--- config.mk ---
export PLATFORM = sky130hd
export DESIGN_NAME = fcs_host
export DESIGN_NICKNAME = d
export VERILOG_FILES = /design/src/fcs_pkg.sv /design/src/fcs_host.sv
export SDC_FILE = /design/constraint.sdc
export NUM_CORES = 1
export LEC_CHECK = 0
export BUFFER_PORTS_ARGS = -buffer_cell sky130_fd_sc_hd__buf_2
export CAP_MARGIN = 0
export CORE_UTILIZATION = 39
export CTS_CLUSTER_SIZE = 40
export DETAILED_ROUTE_END_ITERATION = 16
export SETUP_SLACK_MARGIN = 0.15
export SLEW_MARGIN = 0
export SYNTH_ARGS = -nofsm -noshare
export SYNTH_HDL_FRONTEND = slang
export SYNTH_SLANG_ARGS = --single-unit
export TNS_END_PERCENT = 50
--- constraint.sdc ---
create_clock -name ref_clk -period 1.7 [get_ports ref_clk]
set_input_delay 0.17 -clock ref_clk [delete_from_list [all_inputs] [get_ports ref_clk]]
set_output_delay 0.17 -clock ref_clk [all_outputs]
set_load 0.02 [all_outputs]
--- src/fcs_pkg.sv ---
package fcs_pkg;

	// Command codes written on the data bus.
	localparam logic [7:0] CMD_READ_ARRAY = 8'hFF;
	localparam logic [7:0] CMD_PROG_SETUP = 8'h40;
	localparam logic [7:0] CMD_ERASE_SETUP = 8'h20;
	localparam logic [7:0] CMD_ERASE_CONFIRM = 8'hD0;
	localparam logic [7:0] CMD_READ_STATUS = 8'h70;
	localparam logic [7:0] CMD_CLEAR_STATUS = 8'h50;

	// Status bit positions.
	localparam int SR_READY_BIT = 7;
	localparam int SR_PROG_ERR_BIT = 4;
	localparam int SR_SUPPLY_LOW_BIT = 3;
	localparam int SR_LOCKED_BIT = 1;

	// Strobe timing at 40 MHz.
	localparam int CLK_PERIOD_NS = 25;
	localparam int WE_LOW_NS = 70;
	localparam int WE_HIGH_NS = 30;
	localparam int READ_ACCESS_NS = 70;
	localparam int WE_LOW_CYC = (WE_LOW_NS + CLK_PERIOD_NS - 1) / CLK_PERIOD_NS;
	localparam int WE_HIGH_CYC =
		(WE_HIGH_NS + CLK_PERIOD_NS - 1) / CLK_PERIOD_NS;
	localparam int READ_CYC =
		(READ_ACCESS_NS + CLK_PERIOD_NS - 1) / CLK_PERIOD_NS;
	localparam int CNT_W = 4;

	// Host operation requested by user logic.
	typedef enum logic [2:0] {
		FCS_OP_READ = 3'h0,
		FCS_OP_PROGRAM = 3'h1,
		FCS_OP_ERASE = 3'h2,
		FCS_OP_STATUS = 3'h3,
		FCS_OP_CLEAR = 3'h4,
		FCS_OP_ARRAY = 3'h5
	} fcs_op_t;

	// Request from user logic.
	typedef struct packed {
		fcs_op_t op;
		logic [21:0] addr;
		logic [15:0] data;
	} fcs_req_t;

	// Flash control pins, driven from flip-flops.
	typedef struct packed {
		logic ce_n;
		logic we_n;
		logic oe_n;
		logic rp_n;
	} fcs_ctl_t;

	// Controller states, Gray coded from FCS_IDLE through FCS_WLOW and FCS_WHIGH to FCS_NEXT.
	typedef enum logic [2:0] {
		FCS_IDLE = 3'b000,
		FCS_WLOW = 3'b001,
		FCS_WHIGH = 3'b011,
		FCS_NEXT = 3'b010,
		FCS_RLOW = 3'b110,
		FCS_DONE = 3'b111
	} fcs_state_t;

endpackage

--- src/fcs_host.sv ---
`timescale 1ns/10ps
// Notes on behaviour
// - Write only while select and strobe low.
// - Host writes read-array before array reads; the code writes it only on an FCS_OP_ARRAY request and flags array_mode.
// - Tie flash reset to processor reset.
// - Hold flash reset during power transitions.
// - Read-array command is code FFH.
module fcs_host
	import fcs_pkg::*;
#(
	parameter int ADDR_W = 22,
	parameter int DATA_W = 16
) (
	// Clock and reset.
	input wire logic ref_clk,
	input wire logic reset_n,
	// User request and answer.
	input wire logic req_valid,
	input wire fcs_req_t req,
	output logic req_ready,
	output logic rsp_valid,
	output logic [DATA_W-1:0] rsp_data,
	output logic array_mode,
	// Flash pins.
	output fcs_ctl_t flash_ctl,
	output logic [ADDR_W-1:0] flash_addr,
	output logic [DATA_W-1:0] flash_dq_out,
	output logic flash_dq_oe,
	input wire logic [DATA_W-1:0] flash_dq_in
);

	fcs_state_t state_ff;
	fcs_req_t cur_ff;
	logic second_ff;
	logic [CNT_W-1:0] cnt_ff;
	logic [DATA_W-1:0] dq_meta_ff;
	logic [DATA_W-1:0] dq_sync_ff;
	logic rst_sync_ff;

	// Command byte for the first write of each operation.
	function automatic logic [7:0] first_cmd(input fcs_op_t op);
		case (op)
			FCS_OP_PROGRAM: first_cmd = CMD_PROG_SETUP;
			FCS_OP_ERASE: first_cmd = CMD_ERASE_SETUP;
			FCS_OP_STATUS: first_cmd = CMD_READ_STATUS;
			FCS_OP_CLEAR: first_cmd = CMD_CLEAR_STATUS;
			default: first_cmd = CMD_READ_ARRAY;
		endcase
	endfunction

	// Operations that finish with a second write.
	function automatic logic two_cycle(input fcs_op_t op);
		two_cycle = (op == FCS_OP_PROGRAM) || (op == FCS_OP_ERASE);
	endfunction

	// Read data passes two flip-flops before use.
	always_ff @(posedge ref_clk or negedge reset_n) begin
		if (!reset_n) begin
			dq_meta_ff <= '0;
			dq_sync_ff <= '0;
		end else begin
			dq_meta_ff <= flash_dq_in;
			dq_sync_ff <= dq_meta_ff;
		end
	end

	// Reset release is staged one flop ahead of the flash reset pin.
	always_ff @(posedge ref_clk or negedge reset_n) begin
		if (!reset_n) begin
			rst_sync_ff <= 1'b0;
		end else begin
			rst_sync_ff <= 1'b1;
		end
	end

	// Main sequencer: strobes, counter and request capture.
	always_ff @(posedge ref_clk or negedge reset_n) begin
		if (!reset_n) begin
			state_ff <= FCS_IDLE;
			cur_ff <= '0;
			second_ff <= 1'b0;
			cnt_ff <= '0;
			flash_ctl.ce_n <= 1'b1;
			flash_ctl.we_n <= 1'b1;
			flash_ctl.oe_n <= 1'b1;
			flash_ctl.rp_n <= 1'b0;
			flash_addr <= '0;
			flash_dq_out <= '0;
			flash_dq_oe <= 1'b0;
			req_ready <= 1'b0;
			rsp_valid <= 1'b0;
			rsp_data <= '0;
		end else begin
			flash_ctl.rp_n <= rst_sync_ff;
			rsp_valid <= 1'b0;
			case (state_ff)
				FCS_IDLE: begin
					req_ready <= flash_ctl.rp_n;
					if (req_valid && req_ready) begin
						req_ready <= 1'b0;
						cur_ff <= req;
						second_ff <= 1'b0;
						cnt_ff <= '0;
						flash_addr <= req.addr[ADDR_W-1:0];
						if (req.op == FCS_OP_READ) begin
							flash_ctl.ce_n <= 1'b0;
							flash_ctl.oe_n <= 1'b0;
							state_ff <= FCS_RLOW;
						end else begin
							flash_ctl.ce_n <= 1'b0;
							flash_ctl.we_n <= 1'b0;
							flash_dq_oe <= 1'b1;
							flash_dq_out <= {{(DATA_W-8){1'b0}},
								first_cmd(req.op)};
							state_ff <= FCS_WLOW;
						end
					end
				end
				FCS_WLOW: begin
					cnt_ff <= cnt_ff + 1'b1;
					if (cnt_ff == CNT_W'(WE_LOW_CYC - 1)) begin
						flash_ctl.we_n <= 1'b1;
						cnt_ff <= '0;
						state_ff <= FCS_WHIGH;
					end
				end
				FCS_WHIGH: begin
					flash_ctl.ce_n <= 1'b1;
					flash_dq_oe <= 1'b0;
					cnt_ff <= cnt_ff + 1'b1;
					if (cnt_ff == CNT_W'(WE_HIGH_CYC - 1)) begin
						cnt_ff <= '0;
						state_ff <= FCS_NEXT;
					end
				end
				FCS_NEXT: begin
					if (two_cycle(cur_ff.op) && !second_ff) begin
						second_ff <= 1'b1;
						flash_ctl.ce_n <= 1'b0;
						flash_ctl.we_n <= 1'b0;
						flash_dq_oe <= 1'b1;
						flash_dq_out <= (cur_ff.op == FCS_OP_ERASE) ?
							{{(DATA_W-8){1'b0}}, CMD_ERASE_CONFIRM} :
							cur_ff.data[DATA_W-1:0];
						state_ff <= FCS_WLOW;
					end else begin
						state_ff <= FCS_DONE;
					end
				end
				FCS_RLOW: begin
					cnt_ff <= cnt_ff + 1'b1;
					// Two extra cycles cover the input synchroniser.
					if (cnt_ff == CNT_W'(READ_CYC + 1)) begin
						rsp_data <= dq_sync_ff;
						flash_ctl.ce_n <= 1'b1;
						flash_ctl.oe_n <= 1'b1;
						state_ff <= FCS_DONE;
					end
				end
				default: begin
					rsp_valid <= 1'b1;
					state_ff <= FCS_IDLE;
				end
			endcase
		end
	end

	// array reads follow a read-array write.
	always_ff @(posedge ref_clk or negedge reset_n) begin
		if (!reset_n) begin
			array_mode <= 1'b1;
		end else if (state_ff == FCS_IDLE && req_valid && req_ready &&
				req.op != FCS_OP_READ) begin
			array_mode <= (req.op == FCS_OP_ARRAY);
		end
	end

	a_we_needs_ce: assert property (@(posedge ref_clk) disable iff (!reset_n)
		!flash_ctl.we_n |-> !flash_ctl.ce_n)
		else $error("Write strobe low while select high.");

	a_we_first: assert property (@(posedge ref_clk) disable iff (!reset_n)
		$rose(flash_ctl.we_n) |-> !flash_ctl.ce_n ##1 flash_ctl.ce_n)
		else $error("Select did not follow strobe.");

	// two writes for program or erase.
	a_two_writes: assert property (@(posedge ref_clk) disable iff (!reset_n)
		(state_ff == FCS_NEXT && two_cycle(cur_ff.op) && !second_ff)
		|=> $fell(flash_ctl.we_n))
		else $error("Second command write missing.");

	// flash reset low while host reset recent.
	a_rp_release: assert property (@(posedge ref_clk) disable iff (!reset_n)
		$rose(flash_ctl.rp_n) |-> $past(rst_sync_ff))
		else $error("Flash reset released early.");

	// no strobes while flash in reset.
	a_rp_quiet: assert property (@(posedge ref_clk) disable iff (!reset_n)
		!flash_ctl.rp_n |-> flash_ctl.we_n && !req_ready)
		else $error("Activity while flash reset low.");

	a_array_code: assert property (@(posedge ref_clk) disable iff (!reset_n)
		(state_ff == FCS_IDLE && req_valid && req_ready &&
		req.op == FCS_OP_ARRAY) |=> array_mode ##0
		flash_dq_out[7:0] == CMD_READ_ARRAY)
		else $error("Read-array code wrong.");

	a_prog_leaves: assert property (@(posedge ref_clk) disable iff (!reset_n)
		(state_ff == FCS_IDLE && req_valid && req_ready &&
		req.op == FCS_OP_PROGRAM) |=> !array_mode)
		else $error("Array mode kept after program.");

	// Strobe low width in cycles.
	a_we_width: assert property (@(posedge ref_clk) disable iff (!reset_n)
		$fell(flash_ctl.we_n) |-> !flash_ctl.we_n [*3] ##1
		flash_ctl.we_n)
		else $error("Write strobe width wrong.");

	c_program: cover property (@(posedge ref_clk) disable iff (!reset_n)
		state_ff == FCS_NEXT && second_ff && cur_ff.op == FCS_OP_PROGRAM);
	c_erase: cover property (@(posedge ref_clk) disable iff (!reset_n)
		state_ff == FCS_NEXT && second_ff && cur_ff.op == FCS_OP_ERASE);
	c_read: cover property (@(posedge ref_clk) disable iff (!reset_n)
		state_ff == FCS_RLOW ##[1:10] rsp_valid);

endmodule

==> summary.md, run 1 <==
| Metric | Value |
|---|---|
| Status | finished, final reports clean |
| Final cell count without fillers | 734 |
| Sequential area share after synthesis | 64.1% |
| Starting Density | 39.9% |
| Yosys reg bits | 122 |
| Final setup fails | 0 |
| Cell variety after synth | 47 |
| Netlist area before placement | 4770 um2 |
| Synth Flop Type | dfrtp_1 |
| Die W | 113 um |
| Overall Power | 13.1 mW |
| LEAKAGE | 3.58 nW |
| Commonest non-fill, non-tap cell in the layout | buf_2 |
| Final slew viol count | 0 |
| # rows | 40 |
| Placer Congestion | 0.776 |
| Clk_skew | 0.00929 ns |
| Setup crit start | cur_ff[38] |
| Worst endpoint required time | 1.99 ns |
| Total core area | 12000 um2 |
| Ant diodes | 0 |
| Vias in the first global route | 3716 |
| Most frequent cells in the layout | 120 x buf_2, 114 x dfrtp_1, 58 x mux2_2 |
| Buffers on Ports | 121 |
| FILL cells | 935 |
| PwrDens | 1770 nW/um2 |
| IO Count | 122 |
| RSZ-0062 raised after global routing | true |
| Drt via density | 4.81 |
| Hold_ws | 0.0685 ns |
| Min Tclk post-route | 1.63 ns |
| Pin count of the biggest net entering global routing | 54 |
| H-Tree Level Count | 4 |
| Pre-antenna DRT Iters | 4 |
| Critical path class | reg2reg |
| Synth top area share | 61.9% |
| Fin crit share | 95.9% |
| Clk Latency, worst-skew pair | 0.42 ns |
| Yosys warns | 0 |
| Initial antenna violation count | 0 |
| Violation count after the first detailed-route iteration | 146 |
| Final WL | 11.0 mm |
| Area of the die | 12700 um2 |
| Routed WL per cell | 15.0 um |
| Hold Path Class | in2reg |
| Reg2reg start | cur_ff[38] |
| Clock root buffer | clkbuf_16 |
| GR Util All Layers | 18.7% |
| DP HPWL | 6.89 mm |
| Syn nets | 408 |
| Hold path startpoint | req[39] |
| Ys async rst share | 100% |
| TritonCTS clock tree | done |
| First-pass GRT wire length | 18.1 mm |
| Synth top area cells | dfrtp_1 62%, mux2_2 14%, o21ai_0 2.3% |
| EDFF count, synth | 0 |
| Routed Antenna Nets | 0 |
| Crit path arrival time | 1.92 ns |
| Gate Count Post-Synth | 344 |
| Die height | 113 um |
| Congestion Overflow GR | 0 |
| Nets@finish | 638 |
| Setup crit end kind | register |
| Setup TNS | 0 ns |
| Hold Vio Cnt, Final | 0 |
| Max VDD drop | 1050 uV |
| Crit path launch type | register |
| Inserted Clock Buffers | 17 |
| Mean Syn Cell Area | 13.9 um2 |
| Synth area leader | dfrtp_1 |
| CP max FO | 17 |
| Area growth, synth to finish | 55.2% |
| Clock slew at reported path FFs | 0.06 ns |
| Ratio of cells with drive above 1 in the final layout | 52.5% |
| Clk sinks | 122 |
| # placed instances | 625 |
| Maximum root-to-sink buffer count | 2 |
| Via count | 3533 |
| Highest Clock Rate | 0.613 GHz |
| DRC Markers | 0 |
| Max-Cap Viols | 0 |
## where the power goes
part           switching (mW)  internal, mW
clock network            1.30          2.49
registers               0.575          3.84
logic                    2.51          2.39
total                    4.38          8.73
## synthesized netlist by cell type, types with 5 or more instances
cell type	number
dfrtp_1	118
mux2_2	58
o21ai_0	22
nand2_1	18
a21oi_1	12
inv_1	11
o31ai_1	11
buf_2	10
nor2_1	9
nand2b_1	6
clkbuf_1	5
mux2i_1	5
## path summary, 6_finish.rpt
kind                                    to  slack [ns]  depth (start not counted)
setup / recovery           flash_dq_out[9]        0.07                          5
hold / removal                  array_mode        0.07                          3
min in group asynchronous   flash_addr[10]        0.15                          2
setup reg to reg           flash_dq_out[9]        0.07                          5
max in group asynchronous     flash_ctl[3]        0.98                          3
hold reg to reg              dq_sync_ff[3]        0.34                          0
## worst max-delay path, cell delays in order (launching register included)
cell and delay [ns]:
dfrtp_1 0.42, xnor2_2 0.17, o32a_1 0.39, buf_6 0.21
o21ai_1 0.23, o31ai_4 0.10
## per-stage QoR
step                area, um2  utilization, %  worst slack (ns)
floorplan                4800               -            0.0944
global placement         5760            48.2            0.0863
detailed placement       5760            48.2            0.0596
CTS                      7240            60.5            0.0897
global route             7400            61.9          -0.00324
finish                   7400            61.9            0.0690
## layout make-up
type / count / area (um2) / share of cell area, %
flip-flops and latches: 122 / 3060 / 41.4
repair buffers: 229 / 1760 / 23.8
multi-input cells: 193 / 1710 / 23.2
clock buffers: 18 / 439 / 5.93
clock inverters: 14 / 195 / 2.64
well taps: 147 / 184 / 2.49
inverters: 11 / 41.3 / 0.558
## per-layer routing
layer	global-route usage [%]	share of wire [%]	vias to the layer above
met2	31.2	51	90
met1	22.4	43	1754
met3	6.05	5.0	16
met5	0	0	-
li1	-	-	1673
met4	7.64	1.4	0
## state kept, by name, summed over array words and instances, names as in the netlist
name,flops
array_mode,1
cnt_ff,4
cur_ff,19
dq_meta_ff,16
dq_sync_ff,16
flash_addr,22
flash_ctl,4
flash_dq_oe,1
flash_dq_out,16
req_ready,1
rsp_data,16
rsp_valid,1
rst_sync_ff,1
second_ff,1
state_ff,3
## logic make-up (layout without fill, tap and decap cells)
kind of cell / Yosys count / after routing / share of synthesized area (%)
xor+xnor: 3 / 3 / 0.551
fa+ha+maj: 4 / 4 / 1.05
compound gates: 60 / 60 / 8.29
mux: 67 / 67 / 16.0
buf+inv: 29 / 272 / 2.94
flops: 122 / 122 / 64.1
simple gates: 58 / 58 / 6.93
other cells: 1 / 1 / 0.0787
## what timing repair did
item                                   CTS  global route
cloned                                   5             0
gates resized for setup                 22            31
setup endpoints to repair               76            83
endpoints found under the hold margin  172             0
hold buffers                            55             0
setup buffers                           10             7
pin swaps                                8            12
Note: power is estimated with default switching activity, not from simulation.
==> run 2: changes to the inputs <==
--- a/config.mk
+++ b/config.mk
@@ -8,6 +8,7 @@
 export BUFFER_PORTS_ARGS = -buffer_cell sky130_fd_sc_hd__buf_2
 export CAP_MARGIN = 0
 export CORE_UTILIZATION = 39
+export CTS_BUF_LIST = sky130_fd_sc_hd__clkbuf_4
 export CTS_CLUSTER_SIZE = 40
 export DETAILED_ROUTE_END_ITERATION = 16
 export SETUP_SLACK_MARGIN = 0.15
==> summary.md, run 2 (synthesized netlist as in run 1, its figures left out) <==
| Metric | Value |
|---|---|
| Largest regs | flash_addr x22, cur_ff x19 |
| FILL cells | 989 |
| Vias in the first global route | 3617 |
| First-pass GRT wire length | 17.4 mm |
| Die height | 113 um |
| Slew Limit Headroom | 65.6% |
| Clock slew at reported path FFs | 0.12 ns |
| Cell Area, Placed | 5760 um2 |
| Worst Max-Slew Pin Slew | 0.515 ns |
| Commonest non-fill, non-tap cell in the layout | buf_2 |
| Maximum root-to-sink buffer count | 2 |
| Setup crit end kind | register |
| Pin count of the biggest net entering global routing | 54 |
| Ant diodes | 0 |
| Crit path launch type | register |
| Int Pwr | 7.29 mW |
| Clk Latency, worst-skew pair | 0.54 ns |
| Clock share of power | 20.0% |
| Congestion Overflow GR | 0 |
| Slowest CP cell | dfrtp_1 |
| Max VDD drop | 833 uV |
| Sw frac | 36.7% |
| Top reg by flops | flash_addr |
| Buffers on Ports | 121 |
| Part of the power in registers | 38.4% |
| Via count | 3547 |
| Hold Path Class | in2reg |
| Starting Density | 39.9% |
| Final slew viol count | 0 |
| RSZ-0062 raised after global routing | true |
| DP HPWL | 6.89 mm |
| Area of the multi-input gates | 1800 um2 |
| Nets@finish | 638 |
| IO Count | 122 |
| Placer Congestion | 0.776 |
| Clock root buffer | clkbuf_4 |
| Worst-path cell chain | buf_6, ha_4, nor2_2, o31ai_2, buf_4, a21oi_1, a221o_1 |
| Clk sinks | 122 |
| Routed WL per cell | 14.8 um |
| Die W | 113 um |
| Drt via density | 4.83 |
| Violation count after the first detailed-route iteration | 138 |
| Setup TNS | 0 ns |
| Max reg flops | 22 |
| Max-Cap Viols | 0 |
| Critical path class | reg2reg |
| Final cell count without fillers | 734 |
| Total core area | 12000 um2 |
| Area of the die | 12700 um2 |
| GR Util All Layers | 17.9% |
| CP peak stage delay | 0.43 ns |
| Hold Vio Cnt, Final | 0 |
| TritonCTS clock tree | done |
| Area growth, synth to finish | 49.1% |
| Worst endpoint required time | 2.13 ns |
| Sequential cell area | 3060 um2 |
| Clk_skew | 0.0171 ns |
| Initial antenna violation count | 0 |
| Worst setup margin | 0.0947 ns |
| Final setup fails | 0 |
| Inserted Clock Buffers | 17 |
| Pre-CTS setup slack | 0.0596 ns |
| Ratio of cells with drive above 1 in the final layout | 53.2% |
| Net switching power | 4.22 mW |
| Final WL | 10.9 mm |
| Routed Antenna Nets | 0 |
| # rows | 40 |
| CP max FO | 3 |
| Combinational power share | 41.7% |
| H-Tree Level Count | 4 |
| Core Util, Final | 59.4% |
| # placed instances | 625 |
| Crit path arrival time | 2.04 ns |
| Fin crit share | 94.4% |
| Min Tclk post-route | 1.61 ns |
| Most frequent cells in the layout | 120 x buf_2, 113 x dfrtp_1, 58 x dlygate4sd3_1 |
| Pre-antenna DRT Iters | 4 |
| Status | finished, final reports clean |
| LEAKAGE | 3.42 nW |
| PwrDens | 1620 nW/um2 |
| DRC Markers | 0 |
| Design Area, Final | 7110 um2 |
| Highest Clock Rate | 0.623 GHz |
==> run 2: cell types whose count changed in the layout (fill, tap and decap cells not counted), sizes merged <==
cell / delta
clkinv: +1
buf: -3
dlymetal6s2s: +1
dlygate4sd3: +3
bufbuf: -2
==> run 2: path summary, 6_finish.rpt <==
check / from / to / slack [ns] / cells past startpoint
max in group asynchronous: reset_n / flash_addr[9] / 0.61 / 3
min: req[38] / cur_ff[38] / 0.06 / 3
max: cnt_ff[1] / cnt_ff[3] / 0.09 / 7
min reg2reg: dq_meta_ff[3] / dq_sync_ff[3] / 0.35 / 0
max reg2reg: cnt_ff[1] / cnt_ff[3] / 0.09 / 7
min in group asynchronous: reset_n / rst_sync_ff / 0.18 / 3
==> run 2: cell type report <==
| cell class | instances | area share (%) |
|---|---|---|
| timing repair buffer | 229 | 23.8 |
| sequential | 122 | 43.1 |
| clock buffer | 17 | 1.80 |
| inverter | 11 | 0.581 |
| clock inverter | 15 | 2.80 |
| multi-input combinational | 193 | 25.3 |
| tap | 147 | 2.59 |
==> run 2: per-layer routing <==
metal  global-route usage (%)  part of all wire (%)  up-vias
li1                         -                     -     1684
met1                     21.6                    42     1756
met2                     29.1                    51       94
met3                     6.64                   5.4       13
met4                     6.93                   1.4        0
met5                        0                     0        -
==> run 2: what timing repair did <==
item,4_1_cts,5_1_grt
endpoints found under the setup margin,76,83
cloned,0,3
setup buffers,5,11
pin swaps,5,20
resized for setup,15,64
hold buffers,58,0
hold endpoints to repair,176,0
==> run 2: power groups by stage <==
stage	registers [mW]	logic, mW	clock network (mW)
2_1_floorplan	4.99	1.93	0
3_3_place_gp	4.41	3.88	0
3_5_place_dp	4.43	3.97	0
4_1_cts	4.38	4.19	2.38
5_1_grt	4.55	5.19	2.50
6_report	4.42	4.80	2.30
==> run 2: critical path: cells and delay by family (launching register included) <==
| family | cells | cell delay (ns) |
|---|---|---|
| AOI/OAI and AO/OA | 3 | 0.60 |
| DFF | 1 | 0.43 |
| buffers and inverters | 2 | 0.30 |
| adders and majority gates | 1 | 0.14 |
| and+or+nand+nor | 1 | 0.04 |
==> run 2: per-stage QoR <==
step / hold WS (ns) / power, mW
floorplan: -0.126 / 6.92
global placement: 0.0363 / 8.29
detailed placement: 0.0458 / 8.41
CTS: 0.00893 / 11.0
global route: 0.0168 / 12.2
finish: 0.0606 / 11.5
==> run 3: changes to the inputs <==
--- a/config.mk
+++ b/config.mk
@@ -7,13 +7,14 @@
 export LEC_CHECK = 0
 export BUFFER_PORTS_ARGS = -buffer_cell sky130_fd_sc_hd__buf_2
 export CAP_MARGIN = 0
-export CORE_UTILIZATION = 39
+export CORE_UTILIZATION = 49
 export CTS_BUF_LIST = sky130_fd_sc_hd__clkbuf_4
 export CTS_CLUSTER_SIZE = 40
 export DETAILED_ROUTE_END_ITERATION = 16
+export PLACE_DENSITY = 0.78
 export SETUP_SLACK_MARGIN = 0.15
 export SLEW_MARGIN = 0
 export SYNTH_ARGS = -nofsm -noshare
 export SYNTH_HDL_FRONTEND = slang
 export SYNTH_SLANG_ARGS = --single-unit
-export TNS_END_PERCENT = 50
+export TNS_END_PERCENT = 5
==> summary.md, run 3 (synthesized netlist as in run 1, its figures left out) <==
| Metric | Value |
|---|---|
| Final WL | 11.0 mm |
| Die height | 101 um |
| Max VDD drop | 1130 uV |
| First-pass GRT wire length | 17.2 mm |
| Clk_skew | 0.0150 ns |
| R2r worst-path depth | 4 |
| FILL cells | 648 |
| Via count | 3450 |
| Crit path arrival time | 2.03 ns |
| Sequential cell area | 3060 um2 |
| GR Util All Layers | 22.1% |
| H-Tree Level Count | 4 |
| Net switching power | 3.99 mW |
| Violation count after the first detailed-route iteration | 104 |
| Clock slew at reported path FFs | 0.10 ns |
| Clock share of power | 16.3% |
| Hold path startpoint | req[40] |
| Overall Power | 10.5 mW |
| Reg2reg start | cur_ff[38] |
| Maximum root-to-sink buffer count | 2 |
| DP HPWL | 6.55 mm |
| Fin crit share | 97.2% |
| Area growth, synth to finish | 40.0% |
| # rows | 35 |
| TritonCTS clock tree | done |
| Routed WL per cell | 16.1 um |
| Setup crit start | cur_ff[38] |
| Sw frac | 37.9% |
| Hold path cells | 2 |
| Worst hold path endpoint | cur_ff[40] |
| Buffers on Ports | 121 |
| Pre-antenna DRT Iters | 4 |
| Congestion Overflow GR | 0 |
| Vias in the first global route | 3657 |
| IO Count | 122 |
| PwrDens | 1580 nW/um2 |
| Top reg by flops | flash_addr |
| Clk sinks | 122 |
| Setup crit end kind | register |
| LEAKAGE | 3.21 nW |
| Nets@finish | 611 |
| Ant diodes | 0 |
| Starting Density | 51.1% |
| Area of the die | 10100 um2 |
| Final cell count without fillers | 687 |
| Pin count of the biggest net entering global routing | 51 |
| DRC Markers | 0 |
| Max-Cap Viols | 0 |
| Placer Congestion | 0.807 |
| RSZ-0062 raised after global routing | true |
| Most frequent cells in the layout | 119 x buf_2, 115 x dfrtp_1, 55 x dlygate4sd3_1 |
| Crit path launch type | register |
| Area of the multi-input gates | 1740 um2 |
| Int Pwr | 6.55 mW |
| Drt via density | 5.02 |
| Worst Max-Slew Pin Slew | 0.530 ns |
| Largest regs | flash_addr x22, cur_ff x19 |
| Inserted Clock Buffers | 17 |
| Reg-to-Reg End | flash_dq_out[7] |
| Clock root buffer | clkbuf_4 |
| Slew Limit Headroom | 64.7% |
| Combinational power share | 41.6% |
| Highest Clock Rate | 0.605 GHz |
| Status | finished, final reports clean |
| Clk Latency, worst-skew pair | 0.49 ns |
| Part of the power in registers | 42.1% |
| Total core area | 9330 um2 |
| CP max FO | 6 |
| Hold Path Class | in2reg |
| Routed Antenna Nets | 0 |
| Min Tclk post-route | 1.65 ns |
| Worst endpoint required time | 2.08 ns |
| Final slew viol count | 0 |
| Commonest non-fill, non-tap cell in the layout | buf_2 |
| Reg2Reg Setup Slack | 0.05 ns |
| Ratio of cells with drive above 1 in the final layout | 48.4% |
| Initial antenna violation count | 0 |
| Die W | 101 um |
| Critical path class | reg2reg |
| Hold Vio Cnt, Final | 0 |
| # placed instances | 597 |
| Max reg flops | 22 |
| Final setup fails | 0 |
-- run 3: changes by cell type in the layout (fill, tap and decap cells not counted), moves of 3 or more --
cell / change
buf_4: -17
buf_6: -4
bufinv_16: -3
clkinv_1: +3
dlygate4sd3_1: -3
mux2_2: -7
mux2_4: +7
nand2_1: +4
o21ai_0: +4
o21ai_1: -4
o31ai_1: +3
o31ai_2: -3
-- run 3: final cells by class --
class                      count  area share (%)
clock buffer                  19            2.14
clock inverter                11            1.24
inverter                      11           0.619
multi-input combinational    193            26.1
sequential                   122            45.9
tap                          129            2.42
timing repair buffer         202            21.6
-- run 3: repair_timing --
item                       in CTS  in global routing
pin swaps                       1                 15
hold endpoints to repair       90                  0
setup endpoints to repair      39                 83
hold buffers                   56                  0
buffers inserted                1                  3
gates resized for setup         7                 51
-- run 3: how the worst max path moves through the flow --
stage                            to
floorplan           flash_dq_out[4]
detailed placement        cnt_ff[3]
finish              flash_dq_out[7]
CTS                 flash_dq_out[1]
global placement          cnt_ff[3]
global route        flash_dq_out[2]
-- run 3: power groups by stage --
stage               combinational (mW)  sequential [mW]  clock (mW)
CTS                               4.00             4.37        1.78
detailed placement                3.83             4.41           0
global route                      4.74             4.54        1.90
floorplan                         1.92             4.99           0
finish                            4.38             4.43        1.72
global placement                  3.70             4.36           0
-- run 3: per-layer routing --
metal	share of wire [%]	vias up	GRT usage [%]	wire length [um]
met3	5.6	14	6.52	622
met4	1.1	0	7.80	119
met5	0	-	0	0
met1	41	1707	26.1	4550
li1	-	1615	-	-
met2	52	114	38.6	5760
-- run 3: critical path, cell delays in order (launching register included) --
cell,delay [ns]
dfrtp_1,0.43
xnor2_2,0.17
o32a_1,0.42
nor2_8,0.20
mux2_4,0.32
-- run 3: stage by stage --
stage                     utilization, %  hold WS [ns]  worst slack (ns)  area (um2)  setup TNS, ns
after CTS                           69.4       0.00653            0.0861        6480              0
after detailed placement            60.7         0.188          -0.00908        5660       -0.00908
after global routing                71.5        0.0199          -0.00391        6670       -0.00886
after global placement              60.7         0.175            0.0778        5660              0
after floorplan                        -        -0.126            0.0944        4790              0
final                               71.5        0.0421            0.0479        6670              0
